### src/design/rtc_pkg.sv
// Shared constants for the real-time clock core: index map, bit fields,
// divider figures, lockout timing and the state enumeration.
// Assumes a 250 MHz system clock and a 32.768 kHz crystal input.
package rtc_pkg;

  // Index map
  localparam logic [6:0] IDX_SEC = 7'h00;
  localparam logic [6:0] IDX_SEC_ALM = 7'h01;
  localparam logic [6:0] IDX_MIN_ALM = 7'h03;
  localparam logic [6:0] IDX_HR_ALM = 7'h05;
  localparam logic [6:0] IDX_YEAR = 7'h09;
  localparam logic [6:0] IDX_CTRL_A = 7'h0a;
  localparam logic [6:0] IDX_CTRL_B = 7'h0b;
  localparam logic [6:0] IDX_FLAGS = 7'h0c;
  localparam logic [6:0] IDX_VALID = 7'h0d;
  localparam logic [6:0] IDX_RAM0_LO = 7'h0e;
  localparam logic [6:0] IDX_LOCK_LO = 7'h38;
  localparam logic [6:0] IDX_LOCK_HI = 7'h3f;
  localparam int NUM_USER = 10;
  localparam int NUM_LIVE = 7;

  // Divider / rate field of the periodic_divider_control register
  localparam int A_UIP = 7;
  localparam int A_DV_LO = 4;
  localparam logic [2:0] DV_NORMAL = 3'b010;

  // Fields of rtc_mode_control
  localparam int B_SET = 7;
  localparam int B_PIE = 6;
  localparam int B_AIE = 5;
  localparam int B_UIE = 4;
  localparam int B_DM = 2;
  localparam int B_H24 = 1;
  localparam int B_DSE = 0;
  localparam logic [7:0] MODE_WR_MASK = 8'hf7;

  // Flag and validity registers
  localparam int C_REQUEST_PENDING_FLAG = 7;
  localparam int C_PF = 6;
  localparam int C_AF = 5;
  localparam int C_UF = 4;
  localparam int D_VRT = 7;

  localparam logic [7:0] LOCKED_FILL = 8'hff;
  localparam logic [7:0] CLEAR_BYTE = 8'h00;
  localparam logic [1:0] ALARM_ANY = 2'b11;

  // Time base
  localparam int OSC_HZ = 32768;
  localparam int DIV_W = 15;
  localparam logic [DIV_W-1:0] DIV_LAST = 15'h7fff;
  localparam logic [DIV_W-1:0] DIV_RESTART = 15'h4000;
  localparam int UIP_LEAD_US = 244;
  localparam int UIP_TICKS = (UIP_LEAD_US * OSC_HZ + 999999) / 1000000;
  localparam logic [DIV_W-1:0] DIV_UIP_START = DIV_LAST - DIV_W'(UIP_TICKS - 1);
  localparam int ALARM_DELAY_US_X10 = 305;
  localparam int ALARM_TICKS = (ALARM_DELAY_US_X10 * OSC_HZ + 9999999) / 10000000;
  localparam logic [3:0] ALARM_TICKS_W = 4'(ALARM_TICKS < 1 ? 1 : ALARM_TICKS);

  // Power transition lockout
  localparam int CLK_MHZ = 250;
  localparam int LOCKOUT_MIN_MS = 62;
  localparam int LOCKOUT_CYCLES = LOCKOUT_MIN_MS * CLK_MHZ * 1000;

  // Calendar limits
  localparam logic [7:0] SEC_WRAP = 8'd60;
  localparam logic [7:0] HR_WRAP = 8'd24;
  localparam logic [7:0] HR_HALF = 8'd12;
  localparam logic [7:0] DOW_LAST = 8'd7;
  localparam logic [7:0] MON_LAST = 8'd12;
  localparam logic [7:0] YEAR_LAST = 8'd99;
  localparam logic [7:0] SUNDAY = 8'd1;
  localparam logic [7:0] MON_FEB = 8'd2;
  localparam logic [7:0] MON_APR = 8'd4;
  localparam logic [7:0] MON_OCT = 8'd10;
  localparam logic [7:0] FIRST_WEEK_END = 8'd7;
  localparam logic [7:0] LAST_WEEK_START = 8'd25;
  localparam logic [7:0] DST_HOUR = 8'd1;
  localparam logic [7:0] DST_SPRING_HOUR = 8'd3;

  // Synchronised pins
  localparam int PIN_OSC = 0;
  localparam int PIN_PWR = 1;
  localparam int PIN_BATT = 2;
  localparam int PIN_MR = 3;
  localparam int PIN_CRST = 4;
  localparam int NPINS = 5;

  typedef enum logic [2:0] {
    LK_LOCKED = 3'b001,
    LK_WAIT = 3'b010,
    LK_OPEN = 3'b100
  } rtc_lock_t;

endpackage

### src/design/rtc_cal.sv
// Next-second calculator: one-second advance of the time and calendar,
// in BCD or binary, 12 or 24 hour form, with daylight saving jumps.
// Purely combinational; the caller decides when to load the result.
`timescale 1ns/1ps
module rtc_cal (
  input wire logic [7:0] sec,
  input wire logic [7:0] min,
  input wire logic [7:0] hr,
  input wire logic [7:0] dow,
  input wire logic [7:0] dom,
  input wire logic [7:0] mon,
  input wire logic [7:0] yr,
  input wire logic binary_format,
  input wire logic hour24,
  input wire logic daylight_saving_en,
  input wire logic fall_done,
  output logic [7:0] n_sec,
  output logic [7:0] n_min,
  output logic [7:0] n_hr,
  output logic [7:0] n_dow,
  output logic [7:0] n_dom,
  output logic [7:0] n_mon,
  output logic [7:0] n_yr,
  output logic fall_hit
);
  function automatic logic [7:0] to_bin(input logic [7:0] v, input logic bin);
    return bin ? v : 8'(8'(v[7:4]) * 8'd10 + {4'h0, v[3:0]});
  endfunction

  function automatic logic [7:0] from_bin(input logic [7:0] v, input logic bin);
    return bin ? v : {4'(v / 8'd10), 4'(v % 8'd10)};
  endfunction

  function automatic logic [7:0] month_days(input logic [7:0] m, input logic [7:0] y);
    logic [7:0] d;
    d = 8'd31;
    if (m == rtc_pkg::MON_FEB) begin
      d = (y[1:0] == 2'b00) ? 8'd29 : 8'd28;
    end else if (m == 8'd4 || m == 8'd6 || m == 8'd9 || m == 8'd11) begin
      d = 8'd30;
    end
    return d;
  endfunction

  logic [7:0] s, m, h, h0, wd, d, mo, y, hraw, h12, hb;
  logic day_carry, at_159, spring, fall;

  always_comb begin
    h12 = 8'd0;
    hb = 8'd0;
    s = to_bin(sec, binary_format);
    m = to_bin(min, binary_format);
    hraw = to_bin({1'b0, hr[6:0]}, binary_format);
    if (hour24) begin
      h0 = hraw;
    end else begin
      h0 = (hraw == rtc_pkg::HR_HALF) ? 8'd0 : hraw;
      if (hr[7]) begin
        h0 = h0 + rtc_pkg::HR_HALF;
      end
    end
    wd = to_bin(dow, binary_format);
    d = to_bin(dom, binary_format);
    mo = to_bin(mon, binary_format);
    y = to_bin(yr, binary_format);
    at_159 = (h0 == rtc_pkg::DST_HOUR) && (m == rtc_pkg::SEC_WRAP - 8'd1) && (s == rtc_pkg::SEC_WRAP - 8'd1);
    spring = daylight_saving_en && at_159 && mo == rtc_pkg::MON_APR && wd == rtc_pkg::SUNDAY &&
             d <= rtc_pkg::FIRST_WEEK_END;
    fall = daylight_saving_en && at_159 && mo == rtc_pkg::MON_OCT && wd == rtc_pkg::SUNDAY &&
           d >= rtc_pkg::LAST_WEEK_START && !fall_done;
    fall_hit = fall;
    day_carry = 1'b0;
    h = h0;
    s = s + 8'd1;
    if (s == rtc_pkg::SEC_WRAP) begin
      s = 8'd0;
      m = m + 8'd1;
      if (m == rtc_pkg::SEC_WRAP) begin
        m = 8'd0;
        h = h + 8'd1;
        if (h == rtc_pkg::HR_WRAP) begin
          h = 8'd0;
          day_carry = 1'b1;
        end
      end
    end
    if (spring) begin
      h = rtc_pkg::DST_SPRING_HOUR;
    end else if (fall) begin
      h = rtc_pkg::DST_HOUR;
    end
    if (day_carry) begin
      wd = (wd >= rtc_pkg::DOW_LAST) ? 8'd1 : wd + 8'd1;
      if (d >= month_days(mo, y)) begin
        d = 8'd1;
        if (mo >= rtc_pkg::MON_LAST) begin
          mo = 8'd1;
          y = (y >= rtc_pkg::YEAR_LAST) ? 8'd0 : y + 8'd1;
        end else begin
          mo = mo + 8'd1;
        end
      end else begin
        d = d + 8'd1;
      end
    end
    n_sec = from_bin(s, binary_format);
    n_min = from_bin(m, binary_format);
    if (hour24) begin
      n_hr = from_bin(h, binary_format);
    end else begin
      h12 = (h >= rtc_pkg::HR_HALF) ? h - rtc_pkg::HR_HALF : h;
      if (h12 == 8'd0) begin
        h12 = rtc_pkg::HR_HALF;
      end
      hb = from_bin(h12, binary_format);
      n_hr = {h >= rtc_pkg::HR_HALF, hb[6:0]};
    end
    n_dow = from_bin(wd, binary_format);
    n_dom = from_bin(d, binary_format);
    n_mon = from_bin(mo, binary_format);
    n_yr = from_bin(y, binary_format);
  end
endmodule

### src/design/rtc_core.sv
// Real-time clock core behind the index/data port pair: time and calendar
// with user copy, control and flag registers, alarm, periodic events,
// banked RAM with range lock, and power transition bus lockout.
// Assumes host strobes are one-cycle pulses on clk_sys; crystal and power
// pins are asynchronous and are synchronised here.
// Functional notes
// - Freeze bit snapshots; release reloads internal time
// - Next update 1000 ms after update-done
// - Update-pending high 244 us before update
// - Update-pending reads 0 while frozen
// - Periodic event precedes update by P/2+244us
// - Alarm flag 30.5 us after update
// - Compare seconds, minutes, hours after update
// - Alarm byte with top bits 11 matches
// - Flag read or clock reset clears flags
// - Bank 0 RAM 0E-7F, bank 1 00-7F
// - Locked 38-3F ignores writes, reads FF
// - Lock bus on battery, 62 ms after
// - Skip lockout delay if not normal or invalid
// - Low battery plus strap: open, clear 00-0D
// - Oscillator stopped when invalid or divider 00x
// - Other events keep request; repeats lost
// - Control registers at 0A-0D, reachable only with bank 0 selected
// - Rate field selects periodic interval
// - Divider field: off, normal, test, held
// - Daylight saving spring and fall jumps
// - Hour format bit selects 24/12
// - Binary or BCD; mode bit 3 reads 0
// - Flag register layout, cleared by read
// - Interrupt enables cleared by reset
`timescale 1ns/1ps
module rtc_core #(
  parameter int LOCKOUT_CYCLES = rtc_pkg::LOCKOUT_CYCLES
) (
  input wire logic clk_sys,
  input wire logic rst_n,
  input wire logic osc_32k,
  input wire logic sys_power_good,
  input wire logic battery_low,
  input wire logic master_clear_strap,
  input wire logic clock_reset_n,
  input wire logic io_sel_data,
  input wire logic io_wr,
  input wire logic io_rd,
  input wire logic [7:0] io_wdata,
  output logic [7:0] io_rdata,
  input wire logic ram_bank_select,
  input wire logic ram_lock_set,
  output logic interrupt_request_n,
  output logic bus_lockout
);
  typedef struct packed {
    logic [2:0][rtc_pkg::NPINS-1:0] sy;
    logic [rtc_pkg::NPINS-1:0] pin_f;
    logic osc_prev;
    logic pwr_prev;
    logic [6:0] index;
    logic [rtc_pkg::NUM_USER-1:0][7:0] user;
    logic [rtc_pkg::NUM_LIVE-1:0][7:0] live;
    logic [3:0] periodic_rate_sel;
    logic [2:0] divider_ctrl;
    logic [7:0] mode;
    logic periodic_flag;
    logic alarm_flag;
    logic update_done_flag;
    logic valid_ram_time;
    logic ram_lock;
    logic [3:0] alarm_wait;
    logic fall_done;
    logic [rtc_pkg::DIV_W-1:0] div;
    rtc_pkg::rtc_lock_t lk;
    logic [31:0] lk_cnt;
    logic [7:0] rdata;
  } rtc_state_t;


  rtc_state_t cur, nxt;
  logic [7:0] ram_q;
  logic ram_we;
  logic [7:0] n_sec, n_min, n_hr, n_dow, n_dom, n_mon, n_yr;
  logic fall_hit;

  // Live slot i sits at this user index (alarms interleave the first three)
  function automatic int live_to_user(input int i);
    return (i < 3) ? 2 * i : i + 3;
  endfunction

  function automatic logic alarm_ok(input logic [7:0] alarm, input logic [7:0] now);
    return (alarm[7:6] == rtc_pkg::ALARM_ANY) || (alarm == now);
  endfunction

  // Periodic interval as a power of two of crystal ticks, 0 for none
  function automatic logic [3:0] rate_log2(input logic [3:0] r);
    logic [3:0] e;
    unique case (r)
      4'h0: e = 4'h0;
      4'h1: e = 4'h7;
      4'h2: e = 4'h8;
      default: e = r - 4'h1;
    endcase
    return e;
  endfunction

  function automatic logic in_lock_range(input logic [6:0] idx);
    return idx >= rtc_pkg::IDX_LOCK_LO && idx <= rtc_pkg::IDX_LOCK_HI;
  endfunction

  rtc_cal u_cal (
    .sec(cur.live[0]),
    .min(cur.live[1]),
    .hr(cur.live[2]),
    .dow(cur.live[3]),
    .dom(cur.live[4]),
    .mon(cur.live[5]),
    .yr(cur.live[6]),
    .binary_format(cur.mode[rtc_pkg::B_DM]),
    .hour24(cur.mode[rtc_pkg::B_H24]),
    .daylight_saving_en(cur.mode[rtc_pkg::B_DSE]),
    .fall_done(cur.fall_done),
    .n_sec(n_sec),
    .n_min(n_min),
    .n_hr(n_hr),
    .n_dow(n_dow),
    .n_dom(n_dom),
    .n_mon(n_mon),
    .n_yr(n_yr),
    .fall_hit(fall_hit)
  );

  logic osc_tick, pwr, pwr_rise, run, held, frozen, update, per_evt, irq;
  logic clr_flags, crst, rd_data, wr_data, ram_region, open;
  logic [rtc_pkg::DIV_W-1:0] div_inc, per_pos, per_mask;
  logic [3:0] e;
  logic [7:0] ctrl_a, flags, rd_val;
  logic [rtc_pkg::NUM_LIVE-1:0][7:0] adv;

  always_comb begin
    nxt = cur;
    // Three-stage sync; a change counts once stages two and three agree
    nxt.sy = {cur.sy[1:0], {clock_reset_n, master_clear_strap, battery_low, sys_power_good, osc_32k}};
    for (int i = 0; i < rtc_pkg::NPINS; i++) begin
      if (cur.sy[1][i] == cur.sy[2][i]) begin
        nxt.pin_f[i] = cur.sy[1][i];
      end
    end
    nxt.osc_prev = cur.pin_f[rtc_pkg::PIN_OSC];
    nxt.pwr_prev = cur.pin_f[rtc_pkg::PIN_PWR];
    osc_tick = cur.pin_f[rtc_pkg::PIN_OSC] && !cur.osc_prev;
    pwr = cur.pin_f[rtc_pkg::PIN_PWR];
    pwr_rise = pwr && !cur.pwr_prev;
    crst = !cur.pin_f[rtc_pkg::PIN_CRST];
    frozen = cur.mode[rtc_pkg::B_SET];
    open = cur.lk == rtc_pkg::LK_OPEN;

    run = cur.valid_ram_time && (cur.divider_ctrl[2] || cur.divider_ctrl[1]);
    held = cur.divider_ctrl[2] && cur.divider_ctrl[1];
    div_inc = cur.div + 1'b1;
    update = run && !held && osc_tick && cur.div == rtc_pkg::DIV_LAST && !frozen;
    if (held) begin
      // Restart half way so the first update lands 500 ms after release
      nxt.div = rtc_pkg::DIV_RESTART;
    end else if (run && osc_tick) begin
      nxt.div = div_inc;
    end

    // Periodic event placed P/2 + lead before the wrap
    e = rate_log2(cur.periodic_rate_sel);
    per_mask = rtc_pkg::DIV_W'((32'd1 << e) - 32'd1);
    per_pos = div_inc + rtc_pkg::DIV_W'(32'd1 << (e - 4'h1)) + rtc_pkg::DIV_W'(rtc_pkg::UIP_TICKS);
    per_evt = run && !held && osc_tick && e != 4'h0 && (per_pos & per_mask) == '0;

    // Update-pending window; forced low when frozen
    ctrl_a = {run && !held && !frozen && cur.div >= rtc_pkg::DIV_UIP_START,
              cur.divider_ctrl, cur.periodic_rate_sel};

    irq = (cur.mode[rtc_pkg::B_PIE] && cur.periodic_flag) || (cur.mode[rtc_pkg::B_AIE] && cur.alarm_flag) ||
          (cur.mode[rtc_pkg::B_UIE] && cur.update_done_flag);
    flags = '0;
    flags[rtc_pkg::C_REQUEST_PENDING_FLAG] = irq;
    flags[rtc_pkg::C_PF] = cur.periodic_flag;
    flags[rtc_pkg::C_AF] = cur.alarm_flag;
    flags[rtc_pkg::C_UF] = cur.update_done_flag;

    rd_data = io_rd && io_sel_data && open;
    wr_data = io_wr && io_sel_data && open;
    ram_region = ram_bank_select || cur.index >= rtc_pkg::IDX_RAM0_LO;
    ram_we = wr_data && ram_region && !(cur.ram_lock && in_lock_range(cur.index));

    clr_flags = rd_data && !ram_region && cur.index == rtc_pkg::IDX_FLAGS;

    // Advance and mirror into the user copy
    adv = {n_yr, n_mon, n_dom, n_dow, n_hr, n_min, n_sec};
    if (update) begin
      nxt.live = adv;
      for (int i = 0; i < rtc_pkg::NUM_LIVE; i++) begin
        nxt.user[live_to_user(i)] = adv[i];
      end
      nxt.fall_done = fall_hit || (cur.fall_done && n_hr == cur.live[2]);
    end

    // Alarm compare on the new time; flag one tick later
    if (update && alarm_ok(cur.user[rtc_pkg::IDX_SEC_ALM], n_sec) && alarm_ok(cur.user[rtc_pkg::IDX_MIN_ALM], n_min) &&
        alarm_ok(cur.user[rtc_pkg::IDX_HR_ALM], n_hr)) begin
      nxt.alarm_wait = rtc_pkg::ALARM_TICKS_W;
    end else if (cur.alarm_wait != 4'h0 && osc_tick) begin
      nxt.alarm_wait = cur.alarm_wait - 4'h1;
    end

    // New event wins over the read clear; repeats merge
    nxt.periodic_flag = per_evt || (cur.periodic_flag && !clr_flags);
    nxt.update_done_flag = update || (cur.update_done_flag && !clr_flags);
    nxt.alarm_flag = (cur.alarm_wait == 4'h1 && osc_tick) || (cur.alarm_flag && !clr_flags);

    // Lock is sticky until hardware reset
    nxt.ram_lock = cur.ram_lock || ram_lock_set;

    // Host writes
    if (io_wr && !io_sel_data && open) begin
      nxt.index = io_wdata[6:0];
    end
    if (wr_data && !ram_region) begin
      if (cur.index <= rtc_pkg::IDX_YEAR) begin
        nxt.user[cur.index] = io_wdata;
        for (int i = 0; i < rtc_pkg::NUM_LIVE; i++) begin
          if (!frozen && cur.index == 7'(live_to_user(i))) begin
            nxt.live[i] = io_wdata;
          end
        end
      end else if (cur.index == rtc_pkg::IDX_CTRL_A) begin
        nxt.divider_ctrl = io_wdata[rtc_pkg::A_DV_LO +: 3];
        nxt.periodic_rate_sel = io_wdata[3:0];
      end else if (cur.index == rtc_pkg::IDX_CTRL_B) begin
        nxt.mode = io_wdata & rtc_pkg::MODE_WR_MASK;
        // Snapshot on set, reload on release
        if (io_wdata[rtc_pkg::B_SET] && !frozen) begin
          for (int i = 0; i < rtc_pkg::NUM_LIVE; i++) begin
            nxt.user[live_to_user(i)] = cur.live[i];
          end
        end else if (!io_wdata[rtc_pkg::B_SET] && frozen) begin
          for (int i = 0; i < rtc_pkg::NUM_LIVE; i++) begin
            nxt.live[i] = cur.user[live_to_user(i)];
          end
        end
      end
    end

    // Host reads; control block at 0A-0D
    rd_val = ram_q;
    if (ram_region && cur.ram_lock && in_lock_range(cur.index)) begin
      rd_val = rtc_pkg::LOCKED_FILL;
    end else if (!ram_region) begin
      if (cur.index <= rtc_pkg::IDX_YEAR) begin
        rd_val = cur.user[cur.index];
      end else if (cur.index == rtc_pkg::IDX_CTRL_A) begin
        rd_val = ctrl_a;
      end else if (cur.index == rtc_pkg::IDX_CTRL_B) begin
        rd_val = cur.mode;
      end else if (cur.index == rtc_pkg::IDX_FLAGS) begin
        rd_val = flags;
      end else begin
        rd_val = {cur.valid_ram_time, 7'h00};
        nxt.valid_ram_time = cur.valid_ram_time || rd_data;
      end
    end
    if (io_rd && open) begin
      nxt.rdata = io_sel_data ? rd_val : {1'b0, cur.index};
    end else if (io_rd) begin
      nxt.rdata = rtc_pkg::LOCKED_FILL;
    end

    // Clock reset clears flags; and enables
    if (crst) begin
      nxt.periodic_flag = 1'b0;
      nxt.alarm_flag = 1'b0;
      nxt.update_done_flag = 1'b0;
      nxt.alarm_wait = 4'h0;
      nxt.mode[rtc_pkg::B_PIE] = 1'b0;
      nxt.mode[rtc_pkg::B_AIE] = 1'b0;
      nxt.mode[rtc_pkg::B_UIE] = 1'b0;
    end

    // Power transition lockout
    unique case (cur.lk)
      rtc_pkg::LK_LOCKED: begin
        nxt.lk_cnt = '0;
        if (pwr_rise) begin
          // Low battery with strap opens and clears
          if (cur.pin_f[rtc_pkg::PIN_BATT] && cur.pin_f[rtc_pkg::PIN_MR]) begin
            nxt.lk = rtc_pkg::LK_OPEN;
            nxt.user = '0;
            nxt.live = '0;
            nxt.mode = rtc_pkg::CLEAR_BYTE;
            nxt.divider_ctrl = '0;
            nxt.periodic_rate_sel = '0;
            nxt.periodic_flag = 1'b0;
            nxt.alarm_flag = 1'b0;
            nxt.update_done_flag = 1'b0;
            nxt.valid_ram_time = 1'b0;
          // No delay outside normal mode or when invalid
          end else if (cur.divider_ctrl != rtc_pkg::DV_NORMAL || !cur.valid_ram_time) begin
            nxt.lk = rtc_pkg::LK_OPEN;
          end else begin
            nxt.lk = rtc_pkg::LK_WAIT;
          end
        end
      end
      rtc_pkg::LK_WAIT: begin
        // Hold the minimum lockout after power returns
        nxt.lk_cnt = cur.lk_cnt + 32'd1;
        if (!pwr) begin
          nxt.lk = rtc_pkg::LK_LOCKED;
        end else if (cur.lk_cnt >= 32'(LOCKOUT_CYCLES - 1)) begin
          nxt.lk = rtc_pkg::LK_OPEN;
        end
      end
      rtc_pkg::LK_OPEN: begin
        nxt.lk_cnt = '0;
        if (!pwr) begin
          nxt.lk = rtc_pkg::LK_LOCKED;
        end
      end
      default: nxt.lk = rtc_pkg::LK_LOCKED;
    endcase
  end

  always_ff @(posedge clk_sys or negedge rst_n) begin
    if (!rst_n) begin
      cur <= '{lk: rtc_pkg::LK_LOCKED, default: '0};
    end else begin
      cur <= nxt;
    end
  end

  rtc_ram #(
    .AW(8),
    .DW(8)
  ) u_ram (
    .clk_sys(clk_sys),
    .we(ram_we),
    .waddr({ram_bank_select, cur.index}),
    .wdata(io_wdata),
    .raddr({ram_bank_select, cur.index}),
    .rdata(ram_q)
  );

  assign io_rdata = cur.rdata;
  // Request line low while any enabled flag stands
  assign interrupt_request_n = !irq;
  assign bus_lockout = !open;
endmodule

### src/design/rtc_ram.sv
// General purpose battery-backed byte store, both banks in one array.
// Read data is registered; one write port, one read port, same clock.
`timescale 1ns/1ps
module rtc_ram #(
  parameter int AW = 8,
  parameter int DW = 8
) (
  input wire logic clk_sys,
  input wire logic we,
  input wire logic [AW-1:0] waddr,
  input wire logic [DW-1:0] wdata,
  input wire logic [AW-1:0] raddr,
  output logic [DW-1:0] rdata
);
  logic [DW-1:0] mem [0:(1<<AW)-1];

  // No reset: contents live across system resets
  always_ff @(posedge clk_sys) begin
    if (we) begin
      mem[waddr] <= wdata;
    end
    rdata <= mem[raddr];
  end
endmodule

### config.mk
export PLATFORM = sky130hd
export DESIGN_NAME = rtc_core
export DESIGN_NICKNAME = d
export VERILOG_FILES = /design/src/design/rtc_pkg.sv /design/src/design/rtc_cal.sv /design/src/design/rtc_core.sv /design/src/design/rtc_ram.sv
export SDC_FILE = /design/constraint.sdc
export NUM_CORES = 2
export LEC_CHECK = 0
export BUFFER_PORTS_ARGS = -buffer_cell sky130_fd_sc_hd__buf_2
export CAP_MARGIN = 20
export CORE_ASPECT_RATIO = 1.25
export CORE_UTILIZATION = 30
export DETAILED_ROUTE_END_ITERATION = 12
export GPL_ROUTABILITY_DRIVEN = 0
export SYNTH_ARGS = -nofsm -noshare
export SYNTH_HDL_FRONTEND = slang
export SYNTH_HIERARCHICAL = 1
export SYNTH_SLANG_ARGS = --single-unit
### constraint.sdc
create_clock -name clk_sys -period 18.75 [get_ports clk_sys]
set_input_delay 2.8125 -clock clk_sys [delete_from_list [all_inputs] [get_ports clk_sys]]
set_output_delay 2.8125 -clock clk_sys [all_outputs]
set_load 0.01 [all_outputs]
## Word level (Yosys, flattened, before mapping)

Memories as Yosys holds them, arrays and structs flattened. A register that Yosys moved wholly into a read port is not among the register bits.
Cells that the tools add are included.

| word-level totals | value |
|---|---|
| input port bits | 20 |
| bits in read-only memories | 0 |
| register bits after elaboration | 248 |
| word-level logic and storage cells | 385 |
| memories | 1 |
| output and inout port bits | 10 |
| bits in latches | 0 |
| bits in writable memories | 2,048 |

Memories:

| name | depth | width | rd ports | clocked after memory_dff | wr ports | line | text |
|---|---|---|---|---|---|---|---|
| u_ram.mem | 256 | 8 | 1 | 1 | 1 | rtc_ram.sv:15 | `logic [DW-1:0] mem [0:(1<<AW)-1];` |

| operators by class | value |
|---|---|
| reduce and logical (&&, ||, !) cells | 104 |
| $lt $le $gt $ge | 15 |
| $mul | 7 |
| add/subtract/negate cells | 24 |
| divide/modulo/power cells | 16 |
| eq/ne operators | 47 |
| shifts and indexed selects | 2 |
| bitwise gates (word level) | 1 |
| multiplexer cells | 126 |

Operator list:

| cell | number |
|---|---|
| $mux 8 | 76 |
| $mux 155 | 3 |
| $mux 64 | 4 |
| $mux 32 | 5 |
| $mux 151 | 1 |
| $mux 56 | 2 |
| $bwmux 80 | 1 |
| $div 8x4->8 const B | 8 |
| $mod 8x4->8 const B | 8 |
| $pmux 32 s2 | 1 |
| $logic_and 1x1->1 | 62 |
| $add 8x1->8 const B | 7 |
| $add 8x4->8 | 6 |
| $mux 15 | 3 |
| $mul 4x3->7 const B | 6 |
| $eq 7x4->1 const B | 5 |
| $add 32x1->32 const B | 1 |
| $bmux 8 s4 | 1 |
| $demux 8 s4 | 1 |
| $eq 8x4->1 const B | 4 |
| $eq 8x6->1 const B | 4 |
| $eq 8x8->1 | 4 |
| $ge 32x24->1 const B | 1 |
| $shl 1x4->15 const A | 2 |
| other kinds (58) | 126 |

## Longest topological paths before layout

| depth | value |
|---|---|
| word-level depth | 37 |
| depth in mapped cells | 49 |

## Cells and area by module

The synthesis kept the hierarchy.

By module, submodules not included:

| module | cells an instance | times used | area each (um^2) | seq. area each (um^2) |
|---|---|---|---|---|
| rtc_ram | 3,733 | 1 | 79,556.3 | 61,659.1 |
| rtc_core | 1,767 | 1 | 15,582.4 | 6,207.2 |
| rtc_cal | 1,384 | 1 | 9,427.8 | 0.0 |

## Worst setup path before layout

Ideal clock, no wire load.

| timing | value |
|---|---|
| kind | register to register |
| start | register cur[70] in the netlist's numbering |
| end | register cur[60] in the netlist's numbering |
| required time | 18.603 ns |
| data arrival time | 9.394 ns |
| stages on the path, launching flop included | 50 |
| period minus slack after synthesis | 9.541 ns |
| setup slack | 9.209 ns |
| setup time | 0.147 ns |
| path buffers | 11 |
| cell sequence | dfrtp_1 buf_6 buf_6 buf_6 buf_6 clkbuf_1 buf_2 clkbuf_1 buf_1 buf_1 mux2_2 ha_1 and2_1 o211a_1 nand3_4 or3_1 buf_6 nor2_2 [... 14 more ...] buf_6 a21oi_1 o22ai_1 a31oi_1 ha_1 nand3_2 nand2_1 xnor2_1 ha_1 nand2_1 a21oi_1 a311oi_1 xor2_1 nor4_1 a22oi_1 or4_1 nand2_1 a211oi_1 |

| on the way | value |
|---|---|
| longest elaborated chain between the ends | 29 |
| elaborated cells on any way between the ends | 74 |
| classes of those cells | add/sub (5); div (8); order compare (3); eq/ne (14); mux (27); reduce/logical (17) |

Ends and longest elaborated chain:

| element | line | text |
|---|---|---|
| start, declared | rtc_core.sv:77 | `rtc_state_t cur, nxt;` |
| start signal, assigned | rtc_core.sv:330 | `cur <= nxt;` |
| parallel branches: the longest is 23 deep, another holds $add 8x4->8 | -- |  |
| $mux 8 (*) | rtc_cal.sv:108 | `if (hour24) begin` |
| net n_hr[2] | rtc_core.sv:80 | `logic [7:0] n_sec, n_min, n_hr, n_dow, n_dom, n_mon, n_yr;` |
| $eq 8x8->1 (*) | rtc_core.sv:89 | `return (alarm[7:6] == rtc_pkg::ALARM_ANY) \|\| (alarm == now);` |
| $logic_or 1x1->1 (*) | rtc_core.sv:89 |  |
| $logic_and 1x1->1 (*) | rtc_core.sv:202 | `if (update && alarm_ok(cur.user[rtc_pkg::IDX_SEC_ALM], n_sec) && alarm_ok(cur.user[rtc_pkg::IDX_MIN_ALM], n_mi ...` |
| $mux 4 | rtc_core.sv:202 |  |
| $mux 4 | rtc_core.sv:272 | `if (crst) begin` |

Mark *: on every way through the listed nets, which the timed path passes. The select of a mux whose other input is x is not followed.
A chain may end at the register's enable or synchronous reset.

## Worst setup path after layout

| timing | value |
|---|---|
| start | register cur[103] in the netlist's numbering |
| end | register cur[60] in the netlist's numbering |

| on the way | value |
|---|---|
| longest elaborated chain between the ends | 31 |
| elaborated cells on any way between the ends | 45 |
| classes of those cells | add/sub (4); mul (1); div (4); order compare (1); eq/ne (5); mux (17); reduce/logical (13) |

Ends and longest elaborated chain:

| element | line | text |
|---|---|---|
| $mul 3x3->6 | rtc_cal.sv:27 | `return bin ? v : 8'(8'(v[7:4]) * 8'd10 + {4'h0, v[3:0]});` |
| $add 7x4->8 | rtc_cal.sv:27 |  |
| $mux 8 (*) | rtc_cal.sv:27 |  |
| $eq 8x4->1 | rtc_cal.sv:57 | `h0 = (hraw == rtc_pkg::HR_HALF) ? 8'd0 : hraw;` |
| $mux 8 | rtc_cal.sv:57 |  |
| $add 8x4->8 | rtc_cal.sv:59 | `h0 = h0 + rtc_pkg::HR_HALF;` |
| $mux 8 | rtc_cal.sv:58 | `if (hr[7]) begin` |
| $mux 8 (*) | rtc_cal.sv:54 | `if (hour24) begin` |
| [... 16 more ...] | -- |  |
| $mux 7 | rtc_cal.sv:31 | `return bin ? v : {4'(v / 8'd10), 4'(v % 8'd10)};` |
| $mux 8 (*) | rtc_cal.sv:108 |  |
| net n_hr[1] | rtc_core.sv:80 |  |
| $eq 8x8->1 (*) | rtc_core.sv:89 |  |
| $logic_or 1x1->1 (*) | rtc_core.sv:89 |  |
| $logic_and 1x1->1 (*) | rtc_core.sv:202 |  |
| $mux 4 | rtc_core.sv:202 |  |
| $mux 4 | rtc_core.sv:272 |  |

Marked as above.

==> flow_summary.toml <==
[power]
vdd_drop_max_uv = 164
power.leakage_nw = 36.9
clockPowerShare_pct = 26.8
p_int_mw = 10.5
seqPwrFrac_pct = 36.2
p_sw_share_pct = 35.6
p_sw_mw = 5.81
p_per_area_nw_per_um2 = 140
combPwrFrac_pct = 37.0

[global_routing]
grt_start_max_net_pins = 118
grt_pass1_vias = 63200
grt_use_met3_pct = 2.65
met1_usage_pct = 19.5
grtUsageMet2_pct = 27.3
grt_pass1_wl_um = 423000
gr-total-overflow = 0
grt-busiest-layer = "met2"
grtUsageTotal_pct = 15.9
antenna_found_initial = 16

[clocking]
cts_tree = "done"
cts_num_sinks = 2304
cts-resized-gates = 0
post-cts-setup-buffer-count = 0
holdBufCountCts = 0
clock_latency_ns = 0.90
clockBufferDepth = 4
cts_buffers = 214
cts.clk_slew.worst_paths_ns = 0.06
cts_htree_levels = 4
cts_root_buf = "clkbuf_16"

[synthesis]
syn_area_um2 = 105000
synth.area.top_cells = "edfxtp_1 (59%), mux4_2 (10%), dfrtp_1 (5.9%)"
avgSynthCellArea_um2 = 15.2
ys_seq_area_share_pct = 64.9
synthArstFlopShare_pct = 10.8
synth_top_family_by_area = "multiplexers"
synthMuxAreaShare_pct = 12.7
ys_types = 128
synthSimpleGateAreaFrac_pct = 7.58
synth_compound_gate_area_share_pct = 9.09
synthCells = 6884
synthXorXnorAreaFrac_pct = 1.35
synth_edf_count = 2048
ys_ff_latch = 2304
synth.net_count = 7040
synth.largest_area_cell = "edfxtp_1"
synth_fa_ha_area_share_pct = 1.84
yosysTopAreaCellShare_pct = 58.8
yosys_warnings = 6
synth_ff_type = "edfxtp_1"

[timing]
clock_skew_ns = 0.108
period_needed_ns = 11.49
finalCritPeriodShare_pct = 61.3
rsz0062_at_grt = "no"
fmax_ghz = 0.0870
setup_ws_ns = 7.26
setup_tns_ns = 0
slew_viol_final = 0
setup_viol = 0
finalHoldViolations = 0
tightest_slew_ns = 1.28
slew_headroom_pct = 14.8
holdWs_ns = 0.352

[floorplanning]
die_y_um = 662
dieArea_um2 = 351000
rows = 242
ioPinCount = 30
die_w_um = 530
core_area_um2 = 347000
initial_core_util_pct = 30.1

[finish]
drive_gt1_share_pct = 15.7
area_growth_pct = 11.2
final_nets = 6964
utilization_pct = 33.5

[placement]
portBuffers = 29
dp_slack_ns = 7.51
hpwl_um = 182000

[setup_path]
worstPathMaxFanout = 14
cp-end-kind = "flip-flop"
crit_required_ns = 19.43
critPathSlowestCell = "o41ai_2"
timing.rr.start = "cur[103]"
arrival_ns = 12.17
critPathKind = "flip-flop to flip-flop"
start_kind = "flip-flop"
cpMostUsedCell = "ha_1"
cp-startpoint = "cur[103]"
cp_slowest_stage_delay_ns = 0.72

[drt]
via_per_inst = 5.46
ant_nets = 0
wl_per_cell_um = 24.7
drt_iter0_drc = 7006
dr.pass1.iters = 8
wirelength_um = 286000
routed-via-count = 63400
drc_errors = 0

[job]
cap_violations = 0

[min_path]
min_from = "cur[236]"
hold_path_class = "flip-flop to flip-flop"

[status]
status = "complete, no violations"
## layout make-up
| type | count | area, um^2 |
|---|---|---|
| fill | 33100 | 231000 |
| sequential | 2304 | 67900 |
| multi-input combinational | 4068 | 34200 |
| tap | 4636 | 5800 |
| clock buffer | 270 | 5670 |
| clock inverter | 115 | 1270 |
| timing repair buffer | 150 | 1200 |
| inverter | 70 | 263 |
| antenna | 5 | 12.5 |
## worst max-delay path, delay by kind of cell (launching register included)
family          cells  cell delay [ns]
compound gates     15             3.44
xor+xnor            2             0.38
fa+ha+maj           7             1.99
buf+inv             3             0.60
flops               1             0.47
mux                 1             0.18
simple gates       15             4.26
## layout by cell type (no fill, tap or decap), types with 39 or more instances in the layout
cell and count:
a211oi_1 39, a21oi_1 340, a22o_1 63, a22oi_1 143, a32o_1 60, buf_4 110
clkbuf_1 46, clkbuf_16 214, dfrtp_1 240, edfxtp_1 2048, ha_1 122, inv_1 63
mux2i_1 223, mux4_2 472, nand2_1 416, nand2b_1 44, nand3_1 115, nand4_1 42
nor2_1 631, nor2b_1 49, nor3_1 97, nor4_1 53, o21ai_0 141, o221ai_1 51
o22ai_1 117, xnor2_1 81, xor2_1 74
## cell families after synthesis
kind of cell    Yosys count
compound gates         1346
xor+xnor                158
fa+ha+maj               148
buf+inv                 512
flops                  2304
mux                     729
simple gates           1687
## sequential cells by signal, summed over array words and instances, names as in the netlist
signal,cells
ctrl_a,7
u_ram/rdata,8
cur,233
u_ram/mem,2048
io_rdata,8
## layer usage
| metal | routed length, um | up-vias |
|---|---|---|
| met3 | 20500 | 600 |
| met1 | 110000 | 32800 |
| met4 | 14000 | 12 |
| met5 | 85 | - |
| li1 | - | 27300 |
| met2 | 142000 | 2742 |
## path summary, 6_finish.rpt
kind | to | slack, ns | depth (start not counted)
min in group asynchronous | cur[130] | 1.98 | 1
hold reg to reg | cur[241] | 0.35 | 0
max in group asynchronous | cur[219] | 15.15 | 2
setup / recovery | cur[60] | 7.26 | 43
setup reg to reg | cur[60] | 7.26 | 43
hold / removal | cur[241] | 0.35 | 0
## Yosys cell counts, types with 120 or more instances
| master | n |
|---|---|
| a21oi_1 | 340 |
| a22oi_1 | 143 |
| clkbuf_1 | 255 |
| dfrtp_1 | 247 |
| edfxtp_1 | 2048 |
| ha_1 | 122 |
| mux2i_1 | 223 |
| mux4_2 | 472 |
| nand2_1 | 416 |
| nand3_1 | 120 |
| nor2_1 | 637 |
| o21ai_0 | 141 |
## power groups by stage
stage                     Clock (mW)  Combinational, mW  Sequential, mW
after floorplan                    0               4.41            5.89
after global placement             0               5.81            6.00
after detailed placement           0               5.91            6.01
after CTS                       4.46               5.94            5.90
after global routing            4.63               6.48            5.91
final                           4.38               6.02            5.90
## stage by stage
step	std cells	total power [mW]	cell area, um^2
floorplan	6884	10.3	105000
global placement	11200	11.8	109000
detailed placement	11200	11.9	109000
CTS	11600	16.3	116000
global route	11600	17.0	116000
finish	11600	16.3	116000
Note: power is estimated with default switching activity, not from simulation.
